File: src/design/tcm_consts.svh
`ifndef TCM_CONSTS_SVH
`define TCM_CONSTS_SVH
// Register byte offsets.
`define OFS_CONTROL 8'h00
`define OFS_DEGRADE 8'h04
`define OFS_DEFECTS 8'h08
`define OFS_CAUSES 8'h0c
`define OFS_NEAR_EBC 8'h10
`define OFS_FAR_EBC 8'h14
`define OFS_OUT_EBC 8'h18
`define OFS_SECONDS 8'h1c
// Control register fields.
`define CTRL_MON_BIT 0
`define CTRL_TRACE_DIS_BIT 1
`define CTRL_SSF_REP_BIT 2
`define CTRL_RDI_REP_BIT 3
`define CTRL_ODI_REP_BIT 4
`define CTRL_RESET 5'h00
// Degrade register fields and reset values.
`define DEG_THR_LSB 0
`define DEG_M_LSB 16
`define DEG_THR_RESET 16'h0100
`define DEG_M_RESET 4'h7
// Overhead byte bit positions (bit 1 is the MSB).
`define OVH_FAR_ERR_BIT 3
`define OVH_OUT_ERR_BIT 2
`define OVH_BIT7 1
`define OVH_BIT8 0
`define MF_PATTERN 12'hffe
`define MF_FRAMES 76
`define MF_RDI_POS 2
`define MF_ODI_POS 3
`define PERSIST_COUNT 5
// Timing.
`define CLK_PERIOD_NS 100
`define ONE_SECOND_MS 1000
`define ONE_SECOND_CYCLES (`ONE_SECOND_MS * 1000000 / `CLK_PERIOD_NS)
`define RESP_OKAY 2'b00
`define RESP_SLVERR 2'b10
`endif

File: src/design/tcm_pkg.sv
package tcm_pkg;
   typedef struct packed {
      logic server_fail;
      logic unequipped;
      logic tandem_loss;
      logic trace_mismatch;
      logic degrade;
      logic remote;
      logic remote_outgoing;
   } fault_set_t;
   typedef enum logic {
      out_of_multiframe = 1'b0,
      in_multiframe = 1'b1
   } mf_state_t;
endpackage

File: src/design/tandem_connection_monitor_sink.sv
// The register addresses and the AXI4-Lite slave port are this design's own decisions.
`timescale 1ns/100ps
`include "tcm_consts.svh"
module tandem_connection_monitor_sink #(
   parameter int unsigned SEC_CYCLES = `ONE_SECOND_CYCLES,
   parameter int unsigned MF_FRAMES = `MF_FRAMES,
   parameter int unsigned RDI_POS = `MF_RDI_POS,
   parameter int unsigned ODI_POS = `MF_ODI_POS,
   parameter int unsigned CNT_W = 16
) (
   input wire logic aclk,
   input wire logic aresetn,
   input wire logic awvalid,
   output logic awready,
   input wire logic [7:0] awaddr,
   input wire logic wvalid,
   output logic wready,
   input wire logic [31:0] wdata,
   input wire logic [3:0] wstrb,
   output logic bvalid,
   input wire logic bready,
   output logic [1:0] bresp,
   input wire logic arvalid,
   output logic arready,
   input wire logic [7:0] araddr,
   output logic rvalid,
   input wire logic rready,
   output logic [31:0] rdata,
   output logic [1:0] rresp,
   input wire logic frame_start,
   input wire logic [7:0] tandem_overhead_byte,
   input wire logic incoming_server_fail,
   input wire logic near_errored_block,
   input wire logic trace_differs,
   input wire logic equipment_defect,
   output logic trail_fail_action,
   output logic trail_degrade_action,
   output tcm_pkg::fault_set_t defects,
   output tcm_pkg::fault_set_t causes
);
   localparam int MF_W = $clog2(MF_FRAMES);
   logic [4:0] control;
   logic [15:0] deg_threshold;
   logic [3:0] deg_persist;
   logic aw_full, w_full;
   logic [7:0] aw_addr;
   logic [31:0] w_data;
   logic [3:0] w_strb;
   tcm_pkg::mf_state_t mf_state;
   logic [11:0] fas_shift;
   logic [MF_W-1:0] mf_pos;
   logic fas_err_run;
   logic [31:0] sec_timer;
   logic [15:0] sec_errs;
   logic [3:0] deg_run;
   logic degrade_state;
   logic [2:0] sec_acc, sec_flags;
   logic [CNT_W-1:0] ebc_acc [3];
   logic [CNT_W-1:0] ebc_rep [3];
   logic [3:0] filt;
   tcm_pkg::fault_set_t next_defects, next_causes;

   wire monitoring_active = control[`CTRL_MON_BIT];
   wire trace_dis = control[`CTRL_TRACE_DIS_BIT];
   // Address decode and selection.
   wire write_go = aw_full & w_full & ~bvalid;
   wire wr_ctrl = write_go & (aw_addr == `OFS_CONTROL);
   wire wr_deg = write_go & (aw_addr == `OFS_DEGRADE);
   wire wr_known = wr_ctrl | wr_deg;
   wire rd_go = arvalid & arready;
   wire [MF_W-1:0] mf_last = MF_W'(MF_FRAMES - 1);
   wire [31:0] deg_word = {12'h000, deg_persist, deg_threshold};
   wire [31:0] ctrl_word = {27'h000_0000, control};
   wire [31:0] defect_word = {25'h000_0000, defects};
   wire [31:0] cause_word = {25'h000_0000, causes};
   wire [31:0] ebc_word [3];
   wire [31:0] sec_word = {29'h0000_0000, sec_flags};
   wire rd_known = (araddr[7:5] == 3'b000) & (araddr[1:0] == 2'b00);
   logic [31:0] rd_mux;
   always_comb begin
      unique case (araddr[4:2])
         3'd0: rd_mux = ctrl_word;
         3'd1: rd_mux = deg_word;
         3'd2: rd_mux = defect_word;
         3'd3: rd_mux = cause_word;
         3'd4: rd_mux = ebc_word[0];
         3'd5: rd_mux = ebc_word[1];
         3'd6: rd_mux = ebc_word[2];
         3'd7: rd_mux = sec_word;
      endcase
   end

   assign awready = ~aw_full;
   assign wready = ~w_full;
   assign arready = ~rvalid;

   // Address and data are held separately, so either may come first.
   always_ff @(posedge aclk) begin
      if (!aresetn) begin
         aw_full <= 1'b0;
         w_full <= 1'b0;
         aw_addr <= 8'h00;
         w_data <= 32'h0000_0000;
         w_strb <= 4'h0;
      end else begin
         if (awvalid & awready) begin
            aw_full <= 1'b1;
            aw_addr <= awaddr;
         end else if (write_go) begin
            aw_full <= 1'b0;
         end
         if (wvalid & wready) begin
            w_full <= 1'b1;
            w_data <= wdata;
            w_strb <= wstrb;
         end else if (write_go) begin
            w_full <= 1'b0;
         end
      end
   end

   always_ff @(posedge aclk) begin
      if (!aresetn) begin
         bvalid <= 1'b0;
         bresp <= `RESP_OKAY;
         rvalid <= 1'b0;
         rresp <= `RESP_OKAY;
         rdata <= 32'h0000_0000;
      end else begin
         if (write_go) begin
            bvalid <= 1'b1;
            bresp <= wr_known ? `RESP_OKAY : `RESP_SLVERR;
         end else if (bready) begin
            bvalid <= 1'b0;
         end
         if (rd_go) begin
            rvalid <= 1'b1;
            rresp <= rd_known ? `RESP_OKAY : `RESP_SLVERR;
            rdata <= rd_known ? rd_mux : 32'h0000_0000;
         end else if (rready) begin
            rvalid <= 1'b0;
         end
      end
   end

   always_ff @(posedge aclk) begin
      if (!aresetn) begin
         control <= `CTRL_RESET;
         deg_threshold <= `DEG_THR_RESET;
         deg_persist <= `DEG_M_RESET;
      end else begin
         if (wr_ctrl & w_strb[0])
            control <= w_data[4:0];
         if (wr_deg & w_strb[0])
            deg_threshold[7:0] <= w_data[7:0];
         if (wr_deg & w_strb[1])
            deg_threshold[15:8] <= w_data[15:8];
         if (wr_deg & w_strb[2])
            deg_persist <= w_data[`DEG_M_LSB +: 4];
      end
   end

   // Bits 7 and 8 of each frame shift in, oldest first.
   wire [11:0] next_fas = {fas_shift[9:0],
      tandem_overhead_byte[`OVH_BIT7], tandem_overhead_byte[`OVH_BIT8]};
   wire fas_ok = (next_fas == `MF_PATTERN);
   wire mf_wrap = (mf_pos == mf_last);
   wire check_go = frame_start & (mf_state == tcm_pkg::in_multiframe)
      & mf_wrap;
   wire [MF_W-1:0] next_pos = mf_wrap ? '0 : mf_pos + 1'b1;
   always_ff @(posedge aclk) begin
      if (!aresetn) begin
         mf_state <= tcm_pkg::out_of_multiframe;
         fas_shift <= 12'h000;
         mf_pos <= '0;
         fas_err_run <= 1'b0;
      end else if (frame_start) begin
         fas_shift <= next_fas;
         unique case (mf_state)
            tcm_pkg::out_of_multiframe: begin
               if (fas_ok) begin
                  mf_state <= tcm_pkg::in_multiframe;
                  mf_pos <= '0;
                  fas_err_run <= 1'b0;
               end
            end
            tcm_pkg::in_multiframe: begin
               mf_pos <= next_pos;
               if (check_go & fas_ok)
                  fas_err_run <= 1'b0;
               else if (check_go & fas_err_run)
                  mf_state <= tcm_pkg::out_of_multiframe;
               else if (check_go)
                  fas_err_run <= 1'b1;
            end
         endcase
      end
   end

   // Persistence filters: unequipped, remote, outgoing, trace.
   wire aligned = (mf_state == tcm_pkg::in_multiframe);
   wire rdi_stb = frame_start & aligned & (next_pos == MF_W'(RDI_POS));
   wire odi_stb = frame_start & aligned & (next_pos == MF_W'(ODI_POS));
   wire [3:0] f_stb = {frame_start, odi_stb, rdi_stb, frame_start};
   wire [3:0] f_val = {trace_differs,
      tandem_overhead_byte[`OVH_BIT7], tandem_overhead_byte[`OVH_BIT8],
      tandem_overhead_byte == 8'h00};
   genvar i;
   generate
      for (i = 0; i < 4; i++) begin : g_filt
         logic [2:0] run;
         always_ff @(posedge aclk) begin
            if (!aresetn) begin
               run <= 3'd0;
               filt[i] <= 1'b0;
            end else if (f_stb[i]) begin
               if (f_val[i] == filt[i]) begin
                  run <= 3'd0;
               end else if (run == 3'(`PERSIST_COUNT - 1)) begin
                  run <= 3'd0;
                  filt[i] <= f_val[i];
               end else begin
                  run <= run + 3'd1;
               end
            end
         end
      end
   endgenerate

   // One-second timer and near-end degrade judgement.
   wire sec_tick = (sec_timer == SEC_CYCLES - 1);
   wire bad_sec = (sec_errs >= deg_threshold);
   always_ff @(posedge aclk) begin
      if (!aresetn) begin
         sec_timer <= 32'h0000_0000;
         sec_errs <= 16'h0000;
         deg_run <= 4'h0;
         degrade_state <= 1'b0;
      end else begin
         sec_timer <= sec_tick ? 32'h0000_0000 : sec_timer + 32'd1;
         if (sec_tick)
            sec_errs <= {15'h0000, near_errored_block};
         else if (near_errored_block & (sec_errs != 16'hffff))
            sec_errs <= sec_errs + 16'h0001;
         if (sec_tick & (bad_sec == degrade_state)) begin
            deg_run <= 4'h0;
         end else if (sec_tick & (deg_run + 4'h1 >= deg_persist)) begin
            deg_run <= 4'h0;
            degrade_state <= bad_sec;
         end else if (sec_tick) begin
            deg_run <= deg_run + 4'h1;
         end
      end
   end

   always_comb begin
      next_defects.server_fail = incoming_server_fail;
      next_defects.unequipped = filt[0];
      next_defects.tandem_loss = ~aligned;
      next_defects.trace_mismatch = filt[3] & ~trace_dis
         & ~incoming_server_fail;
      next_defects.degrade = degrade_state;
      next_defects.remote = filt[1];
      next_defects.remote_outgoing = filt[2];
   end

   wire any_mask = defects.unequipped | defects.trace_mismatch
      | defects.tandem_loss;
   always_comb begin
      next_causes.unequipped = monitoring_active & defects.unequipped;
      next_causes.tandem_loss = monitoring_active & ~defects.unequipped
         & defects.tandem_loss;
      next_causes.trace_mismatch = monitoring_active & ~defects.unequipped
         & ~defects.tandem_loss & defects.trace_mismatch;
      next_causes.degrade = monitoring_active & ~defects.trace_mismatch
         & ~defects.tandem_loss & defects.degrade;
      next_causes.server_fail = monitoring_active & defects.server_fail
         & control[`CTRL_SSF_REP_BIT];
      next_causes.remote = monitoring_active & ~any_mask & defects.remote
         & control[`CTRL_RDI_REP_BIT];
      next_causes.remote_outgoing = monitoring_active & ~any_mask
         & defects.remote_outgoing & control[`CTRL_ODI_REP_BIT];
   end

   always_ff @(posedge aclk) begin
      if (!aresetn) begin
         defects <= '0;
         causes <= '0;
         trail_fail_action <= 1'b0;
         trail_degrade_action <= 1'b0;
      end else begin
         defects <= next_defects;
         causes <= next_causes;
         trail_fail_action <= defects.server_fail | defects.unequipped
            | defects.trace_mismatch | defects.tandem_loss;
         trail_degrade_action <= defects.degrade;
      end
   end

   // Block counts restart at the tick with any event of that cycle,
   // so no block is lost across the second boundary.
   wire [2:0] blk = {frame_start & tandem_overhead_byte[`OVH_OUT_ERR_BIT],
      frame_start & tandem_overhead_byte[`OVH_FAR_ERR_BIT],
      near_errored_block};
   wire [2:0] sec_now = {defects.remote_outgoing, defects.remote,
      trail_fail_action | equipment_defect};
   generate
      for (i = 0; i < 3; i++) begin : g_pm
         assign ebc_word[i] = 32'(ebc_rep[i]);
         always_ff @(posedge aclk) begin
            if (!aresetn) begin
               ebc_acc[i] <= '0;
               ebc_rep[i] <= '0;
               sec_acc[i] <= 1'b0;
               sec_flags[i] <= 1'b0;
            end else if (sec_tick) begin
               ebc_rep[i] <= ebc_acc[i];
               ebc_acc[i] <= CNT_W'(blk[i]);
               sec_flags[i] <= sec_acc[i];
               sec_acc[i] <= sec_now[i];
            end else begin
               if (blk[i] & ~(&ebc_acc[i]))
                  ebc_acc[i] <= ebc_acc[i] + 1'b1;
               sec_acc[i] <= sec_acc[i] | sec_now[i];
            end
         end
      end
   endgenerate
endmodule // tandem_connection_monitor_sink

File: config.mk
export PLATFORM = sky130hd
export DESIGN_NAME = tandem_connection_monitor_sink
export DESIGN_NICKNAME = d
export VERILOG_FILES = /design/src/design/tcm_pkg.sv /design/src/design/tandem_connection_monitor_sink.sv
export VERILOG_INCLUDE_DIRS = /design/src /design/src/design
export SDC_FILE = /design/constraint.sdc
export NUM_CORES = 1
export LEC_CHECK = 0
export BUFFER_PORTS_ARGS = -buffer_cell sky130_fd_sc_hd__buf_4
export CORE_MARGIN = 1
export CORE_UTILIZATION = 30
export CTS_CLUSTER_DIAMETER = 150
export CTS_CLUSTER_SIZE = 8
export DETAILED_ROUTE_END_ITERATION = 8
export SLEW_MARGIN = 20
export SYNTH_ARGS = -nofsm -noshare
export SYNTH_HDL_FRONTEND = slang
export SYNTH_SLANG_ARGS = --single-unit
File: constraint.sdc
create_clock -name aclk -period 4.1 [get_ports aclk]
set_input_delay 0.205 -clock aclk [delete_from_list [all_inputs] [get_ports aclk]]
set_output_delay 0.205 -clock aclk [all_outputs]
set_load 0.03 [all_outputs]
==> results.yml <==
status:
  status: "completed"
timing:
  max_slew_margin: 0.306
  setup_ws_ps: 979
  clock.fmax_ghz: 0.320
  fin_skew_ps: 18.3
  finalSetupTns_ps: 0
  worst_pin_slew_ps: 1040
  finalCritPeriodShare: 0.761
  slew_violations: 0
  final.min_clock_period_ps: 3120
  setup_violations: 0
  hold_violations: 0
  rsz0062_at_grt: "no"
floorplan:
  die_area_mm2: 0.0448
  die_w_um: 212
  rows: 76
  start_util: 0.305
  core_mm2: 0.0433
  die_h_um: 212
  boundaryPins: 129
layout:
  final_cell_mix: "nor2_1, dfxtp_1, nand2_1"
  nNetsFinal: 1654
  fin_cells: 2144
  layout.cells.most_common: "nor2_1"
  area_growth_pct: 20.8
  diodes: 0
  drive_gt1_frac: 0.106
  nFillCells: 4320
  final_area_mm2: 0.0160
detailed_routing:
  wl_per_cell_um: 15.6
  drt_pass1_iterations: 7
  ant_nets: 0
  routed_wl_um: 33400
  drt_first_iter_violations: 745
  vias: 10300
  vias_per_cell: 4.82
  drc: 0
placement:
  placed_cell_area_mm2: 0.0145
  portBuffers: 101
  post-place-ws_ps: 937
  place.detailed.hpwl_um: 23200
  gp_congestion: 0.868
  place_inst: 2048
yosys:
  async_reset_ff_frac: 0
  ys_types: 67
  yosysWarnings: 0
  synth_ff_type: "dfxtp_1"
  syn_area_mm2: 0.0132
  synth_area_per_cell_um2: 9.32
  ys_ff_latch: 288
  synthCells: 1416
  synth-edff-count: 96
  ys_seq_area_frac: 0.510
worst_setup_path:
  cp-endpoint: "ebc_acc[1][7]"
  reg2reg_depth: 6
  rrSetupSlack_ps: 980
  timing.rr.start: "sec_timer[9]"
  path_max_fanout: 16
  critPathLaunch: "sec_timer[9]"
  end_kind: "flip-flop"
  start_kind: "flip-flop"
  critPathKind: "flip-flop to flip-flop"
  crit_required_ps: 4190
  regToRegEndpoint: "ebc_acc[1][7]"
  worstPathArrival_ps: 3220
hold_path:
  hp-class: "primary input to flip-flop"
cts:
  clkLatencyLatePin_ps: 520
  postCtsSetupBuffers: 0
  cts.sinks: 288
  clock_path_buffers: 3
  htreeDepth: 2
  cts_tree: "done"
  cts_made_buffers: 41
  clk_pin_slew_ps: 50
  cts_root_buffer: "clkbuf_16"
global_route:
  grtUsageTotal: 0.148
  grt_max_degree: 84
  grt_pass1_wl_um: 52600
  overflow: 0
  antenna_found_initial: 2
  grt_pass1_vias: 9960
job:
  drv_cap: 0
power_and_ir_drop:
  power_per_cell_area_mw_per_mm2: 404
  ir_drop_mv: 0.276
  power_leakage_nw: 6.07
## power breakdown
group	switching (W)	internal (W)
registers	0.0000680	0.00304
logic	0.000238	0.000152
clock network	0.00115	0.00180
## flip-flops by register name, summed over array words and instances (netlist names), 8 cells and up
signal,cells
aw_addr,8
deg_threshold,16
ebc_acc,48
ebc_rep,48
fas_shift,10
g_filt.run,12
rdata,20
sec_errs,16
sec_timer,32
w_data,20
## worst min-delay path by stage
stage / slack, ps / cells past startpoint / end / start
2_1_floorplan: 280 / 1 / defects[3] / incoming_server_fail
3_3_place_gp: 400 / 2 / defects[3] / incoming_server_fail
3_5_place_dp: 400 / 2 / defects[3] / incoming_server_fail
4_1_cts: 10 / 3 / rvalid / arvalid
5_1_grt: 40 / 3 / fas_shift[0] / tandem_overhead_byte[0]
6_report: 20 / 3 / rvalid / arvalid
## metal layers
metal  up-vias  GRT usage  routed length (um)
met4         4     0.0675                1280
met3        80     0.0279                1690
li1       5112          -                   -
met1      4898      0.191               15300
met5         -          0                  23
met2       246      0.240               15200
## logic make-up (layout without fill, tap and decap cells)
family,after synthesis,in the layout,synth area share
other,1,14,0.000284
and+or+nand+nor,631,631,0.227
xor gates and xnor gates,95,95,0.0630
buffers and inverters,122,252,0.0393
muxes,49,49,0.0384
DFF,288,288,0.510
adders and majority gates,37,37,0.0351
AOI/OAI and AO/OA,193,193,0.0870
## Yosys cell counts, drive strengths merged, types with 2 or more instances
library cell | number | area, um2
a21oi | 93 | 469
xor2 | 59 | 517
a22o | 4 | 35.0
nand4 | 30 | 188
o31ai | 3 | 22.5
nor2b | 7 | 43.8
a211oi | 5 | 37.5
edfxtp | 96 | 2880
xnor2 | 36 | 315
or4 | 2 | 15.0
o22ai | 7 | 43.8
a221oi | 2 | 17.5
and2 | 55 | 345
or3 | 8 | 50.1
a22oi | 19 | 143
mux2i | 45 | 450
nor3b | 3 | 22.5
o211ai | 3 | 22.5
nor2 | 203 | 762
nor4 | 11 | 83.8
o2bb2ai | 2 | 17.5
buf | 24 | 151
o21ai | 37 | 185
clkbuf | 51 | 191
nand4b | 2 | 17.5
nand3 | 53 | 270
nor3 | 25 | 125
clkinv | 2 | 7.51
nand2 | 175 | 659
a32o | 2 | 20.0
dfxtp | 192 | 3840
and4 | 7 | 61.3
a31oi | 2 | 12.5
nand2b | 7 | 43.8
o21a | 3 | 22.5
inv | 45 | 169
mux2 | 3 | 33.8
ha | 37 | 463
and3 | 26 | 163
nand3b | 2 | 15.0
nor4b | 10 | 87.6
a41oi | 2 | 17.5
## through the flow
stage	power [W]	utilization	hold WS, ps
final	0.00645	0.369	23.9
after global routing	0.00670	0.369	36.1
after CTS	0.00653	0.369	10.0
after detailed placement	0.00352	0.335	396
after global placement	0.00351	0.335	395
after floorplan	0.00338	-	284
## final cells by class
type	count	area [um2]	share of cell area
clock buffer	57	1090	0.0681
timing repair buffer	148	1220	0.0766
tap	585	732	0.0459
sequential	288	6730	0.422
inverter	47	179	0.0112
multi-input combinational	1019	6010	0.377
## critical path: stages, from the launching register on
cell	delay, ps
dfxtp_1	380
nand2_1	110
or4_1	480
nor3_1	360
nand2_1	220
or3b_1	570
nand2_1	580
## timing repair
| action | 4_1_cts | 5_1_grt |
|---|---|---|
| endpoints found under the hold margin | 41 | 0 |
| resized for setup | 0 | 0 |
| hold buffers | 39 | 0 |
Power figures use the tool's default switching activity.
